==> src/verilog/ccalq_pkg.sv <==
// shared constants and types for the clear-channel and link-quality block
package ccalq_pkg;

  // ----------------------------------------------------------------
  // register map (word offsets are byte addresses)
  // ----------------------------------------------------------------
  localparam logic [3:0] ADDR_MODEM_CONTROL_0 = 4'h0;
  localparam logic [3:0] ADDR_IO_CONFIG_0     = 4'h4;
  localparam logic [3:0] ADDR_SENSE_CONFIG    = 4'h8;
  localparam logic [3:0] ADDR_STATUS          = 4'hC;

  // ----------------------------------------------------------------
  // field positions
  // ----------------------------------------------------------------
  localparam int MODE_LSB   = 6;
  localparam int HYST_LSB   = 2;
  localparam int AUTOFC_BIT = 5;
  localparam int INVERT_BIT = 0;

  // ----------------------------------------------------------------
  // reset values
  // ----------------------------------------------------------------
  localparam logic [1:0] RST_MODE      = 2'h3;
  localparam logic [2:0] RST_HYST      = 3'h2;
  localparam logic       RST_AUTOFC    = 1'b1;
  localparam logic       RST_INVERT    = 1'b0;
  localparam logic [7:0] RST_THRESHOLD = 8'hE0;

  // ----------------------------------------------------------------
  // timing
  // ----------------------------------------------------------------
  localparam int CLK_MHZ          = 25;
  localparam int SYMBOL_NS        = 16000;
  localparam int SYMBOL_CYCLES    = (SYMBOL_NS * CLK_MHZ) / 1000;
  localparam int VALID_SYMBOLS    = 8;
  localparam int AVERAGE_CORRELATION_VALUE_SYMBOLS     = 8;
  localparam logic [3:0] SYM_CNT_MAX = 4'h8;

  // ----------------------------------------------------------------
  // types
  // ----------------------------------------------------------------
  typedef enum logic [1:0] {
    CCALQ_MODE_RSVD,
    CCALQ_MODE_ENERGY,
    CCALQ_MODE_NOFRAME,
    CCALQ_MODE_BOTH
  } ccalq_mode_t;

  // one demodulated symbol from the receive path
  typedef struct packed {
    logic       symbolStrobe;
    logic [6:0] correlation;
    logic [7:0] energy;
  } ccalq_symbol_t;

  // status appended to a received frame in place of the checksum
  typedef struct packed {
    logic [7:0] signalStrength;
    logic       checkPass;
    logic [6:0] averageCorrelation;
  } ccalq_trailer_t;

endpackage

==> src/verilog/ccalq_avg8.sv <==
// eight-entry running average of signed strength samples
`timescale 1ns/1ps
`default_nettype none
module ccalq_avg8 (
  // clock and control
  input  wire logic              clk,
  input  wire logic              reset,
  input  wire logic              clkEn,
  input  wire logic              clear,
  // samples
  input  wire logic              sampleValid,
  input  wire logic signed [7:0] sample,
  // result, registered
  output logic signed [7:0]      average
);
  logic signed [7:0]  sampleMem [0:7];
  logic        [2:0]  wrPtr_reg;
  logic signed [10:0] sum_reg;
  logic signed [10:0] sum_next;

  assign sum_next = sum_reg + 11'(sample) - 11'(sampleMem[wrPtr_reg]);

  // ----------------------------------------------------------------
  // sample store
  // ----------------------------------------------------------------
  genvar gi;
  generate
    for (gi = 0; gi < 8; gi++) begin : gEntry
      always_ff @(posedge clk) begin
        if (reset || (clkEn && clear)) begin
          sampleMem[gi] <= 8'sh00;
        end else if (clkEn && sampleValid && wrPtr_reg == 3'(gi)) begin
          sampleMem[gi] <= sample;
        end
      end
    end
  endgenerate

  always_ff @(posedge clk) begin
    if (reset) begin
      wrPtr_reg <= 3'h0;
      sum_reg   <= 11'sh000;
      average   <= 8'sh00;
    end else if (clkEn) begin
      if (clear) begin
        wrPtr_reg <= 3'h0;
        sum_reg   <= 11'sh000;
        average   <= 8'sh00;
      end else if (sampleValid) begin
        wrPtr_reg <= wrPtr_reg + 3'h1;
        sum_reg   <= sum_next;
        average   <= 8'(sum_next >>> 3);
      end
    end
  end
endmodule
`default_nettype wire

==> src/verilog/ccalq_top.sv <==
// clear-channel assessment and link-quality measurement block
// Notes on behaviour
// - clear decision compares averaged strength with a 1 dB step threshold
// - clear indication only valid after eight symbols of receiver enable
// - hysteresis in modem control bits applies to the clear decision
// - mode 1 energy, 2 no frame, 3 both, 0 reserved
// - clear pin high when clear, inverted by the invert bit
// - transmit-if-clear starts transmission only if the channel is clear
// - transmit-active status bit tells host whether transmission began
// - unsigned 7-bit average correlation over first eight symbols after SFD
// - with auto frame check, trailer replaces checksum with quality data
// - correlation near 110 best frames, near 50 weakest detectable
// - strength is signed 8-bit, averaged over eight symbol periods
// - strength-valid flag rises once averaging has enough symbols
// - after valid, strength register updates once per symbol
`timescale 1ns/1ps
`default_nettype none
module ccalq_top
  import ccalq_pkg::*;
(
  // clock and reset
  input  wire logic                      clk,
  input  wire logic                      reset,
  input  wire logic                      clkEn,
  // avalon-mm slave
  input  wire logic [3:0]                avsAddress,
  input  wire logic                      avsRead,
  input  wire logic                      avsWrite,
  input  wire logic [31:0]               avsWriteData,
  input  wire logic [3:0]                avsByteEnable,
  output logic [31:0]                    avsReadData,
  output logic                           avsWaitRequest,
  // receive path
  input  wire logic                      rxEnable,
  input  wire ccalq_pkg::ccalq_symbol_t  rxSymbol,
  input  wire logic                      frameStart,
  input  wire logic                      frameActive,
  input  wire logic                      frameEnd,
  input  wire logic                      frameCheckOk,
  // transmit control
  input  wire logic                      transmit_if_clear_strobe,
  input  wire logic                      txDone,
  output logic                           txStart,
  // clear-channel pin and frame trailer
  output logic                           clearChannelPin,
  output ccalq_pkg::ccalq_trailer_t      frameTrailer,
  output logic                           frameTrailerValid
);

  // ----------------------------------------------------------------
  // configuration registers
  // ----------------------------------------------------------------
  logic [1:0] clear_assess_mode_select_reg;
  logic [2:0] clear_assess_hysteresis_reg;
  logic       auto_frame_check_enable_reg;
  logic       clear_pin_invert_reg;
  logic [7:0] carrier_sense_threshold_reg;

  // ----------------------------------------------------------------
  // state
  // ----------------------------------------------------------------
  logic [3:0]        enableSymbols_reg;
  logic              signal_strength_valid_flag_reg;
  logic signed [7:0] signal_strength_value_reg;
  logic              energyClear_reg;
  logic              txActive_reg;
  logic [3:0]        corrCount_reg;
  logic [9:0]        corrSum_reg;
  logic [6:0]        average_correlation_value_reg;
  logic              readPending_reg;
  logic signed [7:0] averageStrength;

  // ----------------------------------------------------------------
  // bus decode
  // ----------------------------------------------------------------
  wire selModem  = avsAddress == ADDR_MODEM_CONTROL_0;
  wire selIo     = avsAddress == ADDR_IO_CONFIG_0;
  wire selSense  = avsAddress == ADDR_SENSE_CONFIG;
  wire selStatus = avsAddress == ADDR_STATUS;
  wire wrLow     = clkEn && avsWrite && avsByteEnable[0];
  wire wrHigh    = clkEn && avsWrite && avsByteEnable[1];

  // one wait state on reads so read data come from a register
  assign avsWaitRequest = avsRead && !readPending_reg;

  wire [31:0] modemWord = {24'h000000, clear_assess_mode_select_reg,
                           auto_frame_check_enable_reg,
                           clear_assess_hysteresis_reg, 2'h0};
  wire [31:0] ioWord    = {31'h00000000, clear_pin_invert_reg};
  wire [31:0] senseWord = {16'h0000, carrier_sense_threshold_reg,
                           signal_strength_value_reg};
  wire [31:0] statusWord = {16'h0000, 1'b0,
                            average_correlation_value_reg,
                            4'h0, enableSymbols_reg == SYM_CNT_MAX,
                            energyClear_reg, txActive_reg,
                            signal_strength_valid_flag_reg};
  // unmapped addresses read as zero
  wire [31:0] readMux = selModem  ? modemWord  :
                        selIo     ? ioWord     :
                        selSense  ? senseWord  :
                        selStatus ? statusWord : 32'h00000000;

  always_ff @(posedge clk) begin
    if (reset) begin
      readPending_reg <= 1'b0;
      avsReadData     <= 32'h00000000;
    end else if (clkEn) begin
      readPending_reg <= avsRead && !readPending_reg;
      if (avsRead && !readPending_reg) begin
        avsReadData <= readMux;
      end
    end
  end

  // ----------------------------------------------------------------
  // register writes
  // ----------------------------------------------------------------
  always_ff @(posedge clk) begin
    if (reset) begin
      clear_assess_mode_select_reg <= RST_MODE;
      clear_assess_hysteresis_reg  <= RST_HYST;
      auto_frame_check_enable_reg  <= RST_AUTOFC;
      clear_pin_invert_reg         <= RST_INVERT;
      carrier_sense_threshold_reg  <= RST_THRESHOLD;
    end else begin
      if (wrLow && selModem) begin
        clear_assess_mode_select_reg <= avsWriteData[MODE_LSB +: 2];
        clear_assess_hysteresis_reg  <= avsWriteData[HYST_LSB +: 3];
        auto_frame_check_enable_reg  <= avsWriteData[AUTOFC_BIT];
      end
      if (wrLow && selIo) begin
        clear_pin_invert_reg <= avsWriteData[INVERT_BIT];
      end
      if (wrHigh && selSense) begin
        carrier_sense_threshold_reg <= avsWriteData[15:8];
      end
    end
  end

  // ----------------------------------------------------------------
  // receiver enable timing
  // ----------------------------------------------------------------
  wire symTick   = rxSymbol.symbolStrobe;
  wire rxSettled = enableSymbols_reg == SYM_CNT_MAX;

  always_ff @(posedge clk) begin
    if (reset) begin
      enableSymbols_reg <= 4'h0;
    end else if (clkEn) begin
      if (!rxEnable) begin
        enableSymbols_reg <= 4'h0;
      end else if (symTick && !rxSettled) begin
        enableSymbols_reg <= enableSymbols_reg + 4'h1;
      end
    end
  end

  // averaging restarts whenever the receiver drops
  ccalq_avg8 uAvg (
    .clk         (clk),
    .reset       (reset),
    .clkEn       (clkEn),
    .clear       (!rxEnable),
    .sampleValid (rxEnable && symTick),
    .sample      (rxSymbol.energy),
    .average     (averageStrength)
  );

  // ----------------------------------------------------------------
  // signal strength and energy decision
  // ----------------------------------------------------------------
  wire signed [9:0] thrWide  = 10'(signed'(carrier_sense_threshold_reg));
  wire signed [9:0] hystWide = 10'({1'b0, clear_assess_hysteresis_reg});
  wire signed [9:0] strWide  = 10'(signed'(signal_strength_value_reg));
  // separate rise and fall points keep the decision from chattering
  wire goBusy  = strWide >  thrWide + hystWide;
  wire goClear = strWide <  thrWide - hystWide;

  always_ff @(posedge clk) begin
    if (reset) begin
      signal_strength_valid_flag_reg <= 1'b0;
      signal_strength_value_reg      <= 8'sh00;
      energyClear_reg                <= 1'b0;
    end else if (clkEn) begin
      signal_strength_valid_flag_reg <= rxEnable && rxSettled;
      if (rxEnable && rxSettled && symTick) begin
        signal_strength_value_reg <= averageStrength;
      end
      if (!signal_strength_valid_flag_reg) begin
        energyClear_reg <= 1'b0;
      end else if (goClear) begin
        energyClear_reg <= 1'b1;
      end else if (goBusy) begin
        energyClear_reg <= 1'b0;
      end
    end
  end

  // ----------------------------------------------------------------
  // mode decode and clear result
  // ----------------------------------------------------------------
  ccalq_mode_t modeSel;
  logic        modeClear;
  assign modeSel = ccalq_mode_t'(clear_assess_mode_select_reg);

  always_comb begin
    case (modeSel)
      CCALQ_MODE_ENERGY:  modeClear = energyClear_reg;
      CCALQ_MODE_NOFRAME: modeClear = !frameActive;
      CCALQ_MODE_BOTH:    modeClear = energyClear_reg && !frameActive;
      default:            modeClear = 1'b0;
    endcase
  end

  // reserved mode reports busy so nothing transmits on a bad setting
  wire channelClear = signal_strength_valid_flag_reg && modeClear;

  always_ff @(posedge clk) begin
    if (reset) begin
      clearChannelPin <= 1'b0;
    end else if (clkEn) begin
      clearChannelPin <= channelClear ^ clear_pin_invert_reg;
    end
  end

  // ----------------------------------------------------------------
  // transmit if clear
  // ----------------------------------------------------------------
  wire txGrant = transmit_if_clear_strobe && channelClear && !txActive_reg;
  assign txStart = clkEn && txGrant;

  always_ff @(posedge clk) begin
    if (reset) begin
      txActive_reg <= 1'b0;
    end else if (clkEn) begin
      if (txGrant) begin
        txActive_reg <= 1'b1;
      end else if (txDone) begin
        txActive_reg <= 1'b0;
      end
    end
  end

  // ----------------------------------------------------------------
  // correlation average over the first symbols after the delimiter
  // ----------------------------------------------------------------
  wire corrRun  = corrCount_reg != SYM_CNT_MAX[3:0] && frameActive;
  wire corrLast = corrRun && symTick && corrCount_reg == 4'h7;
  // sum of eight 7-bit values, shifted down keeps 7 unsigned bits
  wire [9:0] corrSumNext = corrSum_reg + 10'(rxSymbol.correlation);

  always_ff @(posedge clk) begin
    if (reset) begin
      corrCount_reg                 <= SYM_CNT_MAX;
      corrSum_reg                   <= 10'h000;
      average_correlation_value_reg <= 7'h00;
    end else if (clkEn) begin
      if (frameStart) begin
        corrCount_reg <= 4'h0;
        corrSum_reg   <= 10'h000;
      end else if (corrRun && symTick) begin
        corrCount_reg <= corrCount_reg + 4'h1;
        corrSum_reg   <= corrSumNext;
        if (corrLast) begin
          // raw correlator scale: ~110 best, ~50 weakest
          average_correlation_value_reg <= corrSumNext[9:3];
        end
      end
    end
  end

  // ----------------------------------------------------------------
  // frame trailer
  // ----------------------------------------------------------------
  // a frame shorter than eight symbols carries the previous average
  always_ff @(posedge clk) begin
    if (reset) begin
      frameTrailer      <= '0;
      frameTrailerValid <= 1'b0;
    end else if (clkEn) begin
      frameTrailerValid <= frameEnd && auto_frame_check_enable_reg;
      if (frameEnd && auto_frame_check_enable_reg) begin
        frameTrailer.signalStrength     <= signal_strength_value_reg;
        frameTrailer.checkPass          <= frameCheckOk;
        frameTrailer.averageCorrelation <= average_correlation_value_reg;
      end
    end
  end

endmodule
`default_nettype wire

==> config.mk <==
export PLATFORM = sky130hd
export DESIGN_NAME = ccalq_top
export DESIGN_NICKNAME = d
export VERILOG_FILES = /design/src/verilog/ccalq_pkg.sv /design/src/verilog/ccalq_avg8.sv /design/src/verilog/ccalq_top.sv
export SDC_FILE = /design/constraint.sdc
export NUM_CORES = 1
export LEC_CHECK = 0
export ABC_CLOCK_PERIOD_IN_PS = 3700
export BUFFER_PORTS_ARGS = -buffer_cell sky130_fd_sc_hd__buf_2
export CAP_MARGIN = 20
export CORE_ASPECT_RATIO = 0.7
export CORE_MARGIN = 3
export CORE_UTILIZATION = 53
export DETAILED_ROUTE_END_ITERATION = 7
export PLACE_DENSITY = 0.77
export SYNTH_ARGS = -nofsm -noshare
export SYNTH_HDL_FRONTEND = slang
export SYNTH_SLANG_ARGS = --single-unit
export TNS_END_PERCENT = 1
==> constraint.sdc <==
create_clock -name clk -period 3.7 [get_ports clk]
set_clock_uncertainty 0.15 [all_clocks]
set_input_delay 0.555 -clock clk [delete_from_list [all_inputs] [get_ports clk]]
set_output_delay 0.555 -clock clk [all_outputs]
set_load 0.01 [all_outputs]
==> results of run 1 <==
==> routing by layer <==
layer	track usage (%)	share of wire (%)	routed length (microns)
met4	6.476	1.2	259
met1	34.15	48	10110
met2	33.99	44	9291
met3	5.712	7.5	1585
met5	0	0	0
==> path summary, 6_finish.rpt <==
| check | start | end | slack [ns] | depth (start not counted) |
|---|---|---|---|---|
| max | register | uAvg.sum_reg[10] | 0.08 | 13 |
| min | avsWriteData[15] | carrier_sense_threshold_reg[7] | 0.19 | 3 |
| max reg2reg | register | uAvg.sum_reg[10] | 0.08 | 13 |
| min reg2reg | frameTrailer[11] | frameTrailer[11] | 0.30 | 2 |
==> power by group <==
| group | total, uW | switching, uW | internal (uW) | leakage (uW) |
|---|---|---|---|---|
| sequential | 2000 | 29.6 | 1970 | 0.00152 |
| clock | 1750 | 785 | 961 | 0.000282 |
| combinational | 666 | 386 | 280 | 0.00260 |
==> kinds of logic (layout without fill, tap and decap cells) <==
logic type / after synthesis / after routing / share of synthesized area, %
fa+ha+maj: 65 / 65 / 10.18
simple gates: 306 / 306 / 17.18
buf+inv: 129 / 202 / 6.252
compound gates: 145 / 145 / 10.71
other cells: 1 / 16 / 0.04192
xor+xnor: 30 / 30 / 2.937
mux: 52 / 52 / 8.168
flops: 167 / 167 / 44.53
==> per-stage QoR <==
step | hold WS (ns) | utilization (%) | total power [uW] | instance area [sq um] | instances
2_1_floorplan | 0.2899 | - | 2467 | 9010 | 910
3_3_place_gp | 0.2931 | 58.17 | 2633 | 9565 | 1174
3_5_place_dp | 0.2962 | 58.17 | 2652 | 9565 | 1174
4_1_cts | 0.1824 | 61.80 | 4383 | 10160 | 1207
5_1_grt | 0.1864 | 62.11 | 4582 | 10210 | 1208
6_report | 0.1917 | 62.11 | 4412 | 10210 | 1208
==> area by class of cell <==
type / count / area (sq um) / share of cell area (%)
Clock buffer: 18 / 439.2 / 4.300
Clock inverter: 14 / 136.4 / 1.335
Inverter: 66 / 247.7 / 2.426
Multi-Input combinational cell: 614 / 4516 / 44.21
Sequential cell: 167 / 3985 / 39.02
Tap cell: 225 / 281.5 / 2.756
Timing Repair Buffer: 104 / 608.1 / 5.954
==> critical path, cell delays in order, from the launching register on <==
cell	delay [ns]
dfxtp_2	0.34
buf_12	0.14
buf_12	0.14
mux4_2	0.50
mux2_2	0.29
fa_1	0.48
inv_1	0.06
ha_4	0.27
o21ai_1	0.08
o21a_2	0.25
or4_4	0.51
o211ai_2	0.10
buf_4	0.14
o22ai_2	0.05
==> Yosys cell counts (6+ instances only) <==
library cell,count,share of area (%)
nor2_1,91,3.8
nand2_1,64,2.7
buf_2,9,0.50
a221oi_1,12,1.2
nor2b_1,6,0.42
and2_1,26,1.8
mux2_2,8,1.0
nand4_1,8,0.56
fa_1,13,2.9
nor3_1,22,1.2
nand3_1,13,0.73
a22oi_1,10,0.84
mux2i_1,28,3.1
mux4_2,16,4.0
a21oi_1,47,2.6
xor2_1,15,1.5
inv_1,66,2.8
and3_1,49,3.4
dfxtp_1,103,23
edfxtp_1,64,21
ha_1,52,7.3
clkbuf_1,33,1.4
o21ai_0,20,1.1
xnor2_1,15,1.5
buf_4,17,1.4
a211oi_1,10,0.84
nor4_1,6,0.42
a21o_1,10,0.84
==> what timing repair did <==
| action | in CTS | in global routing |
|---|---|---|
| gates cloned | 0 | 0 |
| resized for setup | 2 | 11 |
| endpoints found under the setup margin | 2 | 4 |
| hold endpoints to repair | 0 | 0 |
| pin swaps | 0 | 2 |
| setup buffers | 1 | 1 |
==> qor.txt, run 1 <==
status = complete, no violations
Starting Density = 54.40%
Crit Path Class = reg -> reg
clk slew on worst S/H paths = 0.07 ns
Yosys warnings = 0
Remaining DRCs = 0
Worst-Margin Slew = 0.7844 ns
leakage = 0.004398 uW
Layout area overhead = 14.17%
Max Cap Violations = 0
row count = 39
CTS root buffer = clkbuf_16
final count of negative-setup-slack endpoints = 0
RD Place Congestion = 0.8660
Slew HR = 47.71%
CP max FO = 9
Top reg by flops = uAvg.sampleMem
Setup TNS Final = 0 ns
Max Clock Freq = 0.2759 GHz
Post-DP HPWL = 15,190 microns
CTS H-tree lvls = 4
worst hold-check path type = in -> reg
Netlist cell types = 59
post-synthesis sequential area ratio = 44.53%
grt ovf = 0
Synth Flop Type = dfxtp_1
drt first pass iters = 5
Vias = 6,812
Synth Instances = 895
die footprint = 18,500 sq um
crit end category = register
post-synthesis async set-or-reset flop share = 0%
pre-CTS setup slack = -0.02956 ns
largest registers = uAvg.sampleMem (64), avsReadData (16), frameTrailer (16)
wire length per cell = 17.58 microns
CTS tree = built
IO Count = 120
mapped cell area = 8946 sq um
CTS Hold Bufs = 0
Worst VDD drop = 0.0002975 V
post-detailed-route via-to-cell ratio = 5.639
GRT Total Usage = 23.09%
ANT nets after route = 0
Filler cells = 1,345
Pwr Density = 432.0 nW/um^2
startpoint type of the worst setup path = register
most frequent cells in the layout = dfxtp_1 (102), nor2_1 (91), buf_2 (84)
vias in the first global route = 6,543
RSZ-0062 raised after global routing = yes
Worst Slack Setup Final = 0.07592 ns
share of cells above drive strength 1 = 18.62%
Arr. time, crit path = 3.79 ns
Die Span Y = 114.7 microns
Largest register FFs = 64
Fin. Hold Viols = 0
first-pass GRT wire length = 33,570 microns
clock buffer depth = 2
Syn Area/Cell = 9.996 sq um
initial DRC count = 531
die width = 161.3 microns
critical path required time = 3.86 ns
Synth Register Bits = 167
Post-synth EDFFs = 64
final net count = 1,103
number of CTS-inserted buffers = 17
commonest non-fill, non-tap cell in the layout = dfxtp_1
max-slew violation count = 0
initial antenna violation count = 0
Buffers on Ports = 84
clk sinks = 167
Core Area = 16,440 sq um
WL final = 21,240 microns
Final Critical Period = 3.624 ns
Final Cycle Share = 97.95%
largest net degree at the start of global routing = 38
worst skew pair latency = 0.43 ns
Diodes inserted = 0
Power figures use the tool's default switching activity.
==> run 2, diff against run 1 <==
--- a/config.mk
+++ b/config.mk
@@ -5,6 +5,7 @@
 export SDC_FILE = /design/constraint.sdc
 export NUM_CORES = 1
 export LEC_CHECK = 0
+export ABC_AREA = 1
 export ABC_CLOCK_PERIOD_IN_PS = 3700
 export BUFFER_PORTS_ARGS = -buffer_cell sky130_fd_sc_hd__buf_2
 export CAP_MARGIN = 20
==> run 2 against run 1 <==
Net effect:
- sequential cell count unchanged
- sequential power about the same
- global-route usage up 1.4 points
- synthesized cell count up 23%
- critical endpoint is now uAvg.sum_reg[9]
- largest cell class unchanged
- largest power group unchanged
==> qor.txt, run 2 <==
status = complete, no violations
Core Util, Final = 61.63%
CTS root buffer = clkbuf_16
CTS Hold Bufs = 0
die footprint = 18,600 sq um
Max Clock Freq = 0.2972 GHz
worst skew pair latency = 0.43 ns
Psw = 1210 uW
Setup Buffers After CTS = 0
synth cell count leaders = nand2_1 (165), nor2_1 (146), inv_1 (130)
Buffers on Ports = 84
number of CTS-inserted buffers = 17
clock buffer depth = 2
crit-path max cell delay = 0.47 ns
ANT nets after route = 0
final net count = 1,312
Worst VDD drop = 0.0002919 V
clk slew on worst S/H paths = 0.07 ns
Comb pwr share = 13.7%
largest registers = uAvg.sampleMem (64), avsReadData (16), frameTrailer (16)
Max Cap Violations = 0
share of total power in the clock network = 40.7%
post-synthesis async set-or-reset flop share = 0%
Setup TNS Final = 0 ns
most frequent cells in the layout = nand2_1 (165), nor2_1 (146), inv_1 (130)
WL final = 22,150 microns
post-synth top area cell = dfxtp_1
Vias = 7,663
Core Area = 16,490 sq um
synth top area cells = dfxtp_1 (23%), edfxtp_1 (21%), ha_1 (7.2%)
final count of negative-setup-slack endpoints = 0
clk sinks = 167
Final Cycle Share = 90.95%
Crit Path Class = reg -> reg
largest net degree at the start of global routing = 51
Slowest cell on crit path = fa_1
Yosys warnings = 0
wire length per cell = 15.63 microns
Synth Register Bits = 167
IO Count = 120
top-count cell post-synth = nand2_1
RSZ-0062 raised after global routing = no
first-pass GRT wire length = 36,300 microns
Post-DP HPWL = 16,110 microns
Slew HR = 56.58%
CTS H-tree lvls = 4
Synth Flop Type = dfxtp_1
CP max FO = 32
row count = 39
switch share = 27.52%
Die Span Y = 115.0 microns
crit end category = register
area share of the largest cell type after synthesis = 22.92%
# resized after CTS = 0
worst hold-check path type = in -> reg
Pwr Density = 432.5 nW/um^2
Syn Area/Cell = 8.187 sq um
Largest register FFs = 64
CP top delay family = compound AO/OA/AOI/OAI gates
grt ovf = 0
die width = 161.7 microns
Post-synth EDFFs = 64
Starting Density = 54.55%
Netlist cell types = 52
vias in the first global route = 7,235
Worst-Margin Slew = 0.6497 ns
share of cells above drive strength 1 = 12.50%
max-slew violation count = 0
Remaining DRCs = 0
commonest non-fill, non-tap cell in the layout = nand2_1
critical path required time = 3.90 ns
drt first pass iters = 5
sequential share of power = 45.5%
Pint = 3187 uW
Arr. time, crit path = 3.57 ns
initial antenna violation count = 2
RD Place Congestion = 0.8605
CP cell instances = inv_2 > o21ai_0 > o22ai_1 > nor2_1 > a31oi_1 > fa_1 > inv_1 > ha_1 > inv_1 > o21bai_1 > o21ai_0 > nand3_1 > nand2_1 > nand3_1 > a21oi_1
Final Critical Period = 3.365 ns
Synth Instances = 1,099
GRT Total Usage = 24.48%
CTS tree = built
Layout area overhead = 12.97%
post-detailed-route via-to-cell ratio = 5.408
Fin. Hold Viols = 0
post-synthesis sequential area ratio = 44.28%
Critical path buffers and inverters = 3
initial DRC count = 796
Diodes inserted = 0
leakage = 0.004547 uW
Top reg by flops = uAvg.sampleMem
mapped cell area = 8997 sq um
startpoint type of the worst setup path = register
[run 2: stage by stage]
stage               worst slack [ns]  hold slack [ns]  cells  total power (uW)  cell area (sq um)
finish                        0.3349           0.1927   1417              4397              10160
global route                 0.01941           0.2076   1417              4587              10160
detailed placement            0.4274           0.2845   1385              2633               9572
floorplan                     0.8313           0.2901   1114              2476               9054
global placement              0.4670           0.2785   1385              2618               9572
CTS                           0.3991           0.1854   1417              4402              10160
[run 2: per-layer routing]
| layer | vias up | global-route usage, % | share of wire, % |
|---|---|---|---|
| met5 | - | 0 | 0.063 |
| met1 | 3584 | 36.70 | 48 |
| li1 | 3784 | - | - |
| met3 | 18 | 6.446 | 9.2 |
| met4 | 4 | 4.602 | 0.67 |
| met2 | 273 | 36.12 | 42 |
[run 2: power by group through the flow]
stage          registers, uW  logic [uW]  clock network (uW)
2_1_floorplan           2040         432                   0
3_3_place_gp            2040         578                   0
3_5_place_dp            2040         590                   0
4_1_cts                 2000         595                1800
5_1_grt                 2010         693                1890
6_report                2000         604                1790
[run 2: logic make-up (layout without fill, tap and decap cells)]
| logic type | Yosys count | in the layout | share of synthesized area [%] |
|---|---|---|---|
| simple gates | 400 | 400 | 19.33 |
| compound gates | 248 | 248 | 14.87 |
| buf+inv | 196 | 274 | 9.220 |
| flops | 167 | 167 | 44.28 |
| fa+ha+maj | 65 | 65 | 10.12 |
| xor+xnor | 22 | 22 | 2.142 |
| other cells | 1 | 16 | 0.04168 |
[run 2: path summary, 6_finish.rpt]
check                                 startpoint                              to  slack [ns]  cells past startpoint
worst max-delay path                    register                 uAvg.sum_reg[9]        0.33                     15
worst max register to register          register                 uAvg.sum_reg[9]        0.33                     15
worst min register to register  frameTrailer[12]                frameTrailer[12]        0.29                      2
worst min-delay path            avsWriteData[15]  carrier_sense_threshold_reg[7]        0.19                      3
[run 2: cell type report]
cell class              instances  area (sq um)
repair buffers                 97         518.0
clock buffers                  17         425.4
multi-input cells             751          4240
well taps                     225         281.5
inverters                     145         548.0
fillers                      1451          6329
flip-flops and latches        167          3984
clock inverters                15         167.7
[run 2: worst reg2reg max path: stages, from the launching register on]
cell,delay (ns)
dfxtp_1,0.33
inv_2,0.40
o21ai_0,0.15
o22ai_1,0.17
nor2_1,0.07
a31oi_1,0.31
fa_1,0.47
inv_1,0.07
ha_1,0.27
inv_1,0.11
o21bai_1,0.12
o21ai_0,0.26
nand3_1,0.11
nand2_1,0.07
nand3_1,0.07
a21oi_1,0.14
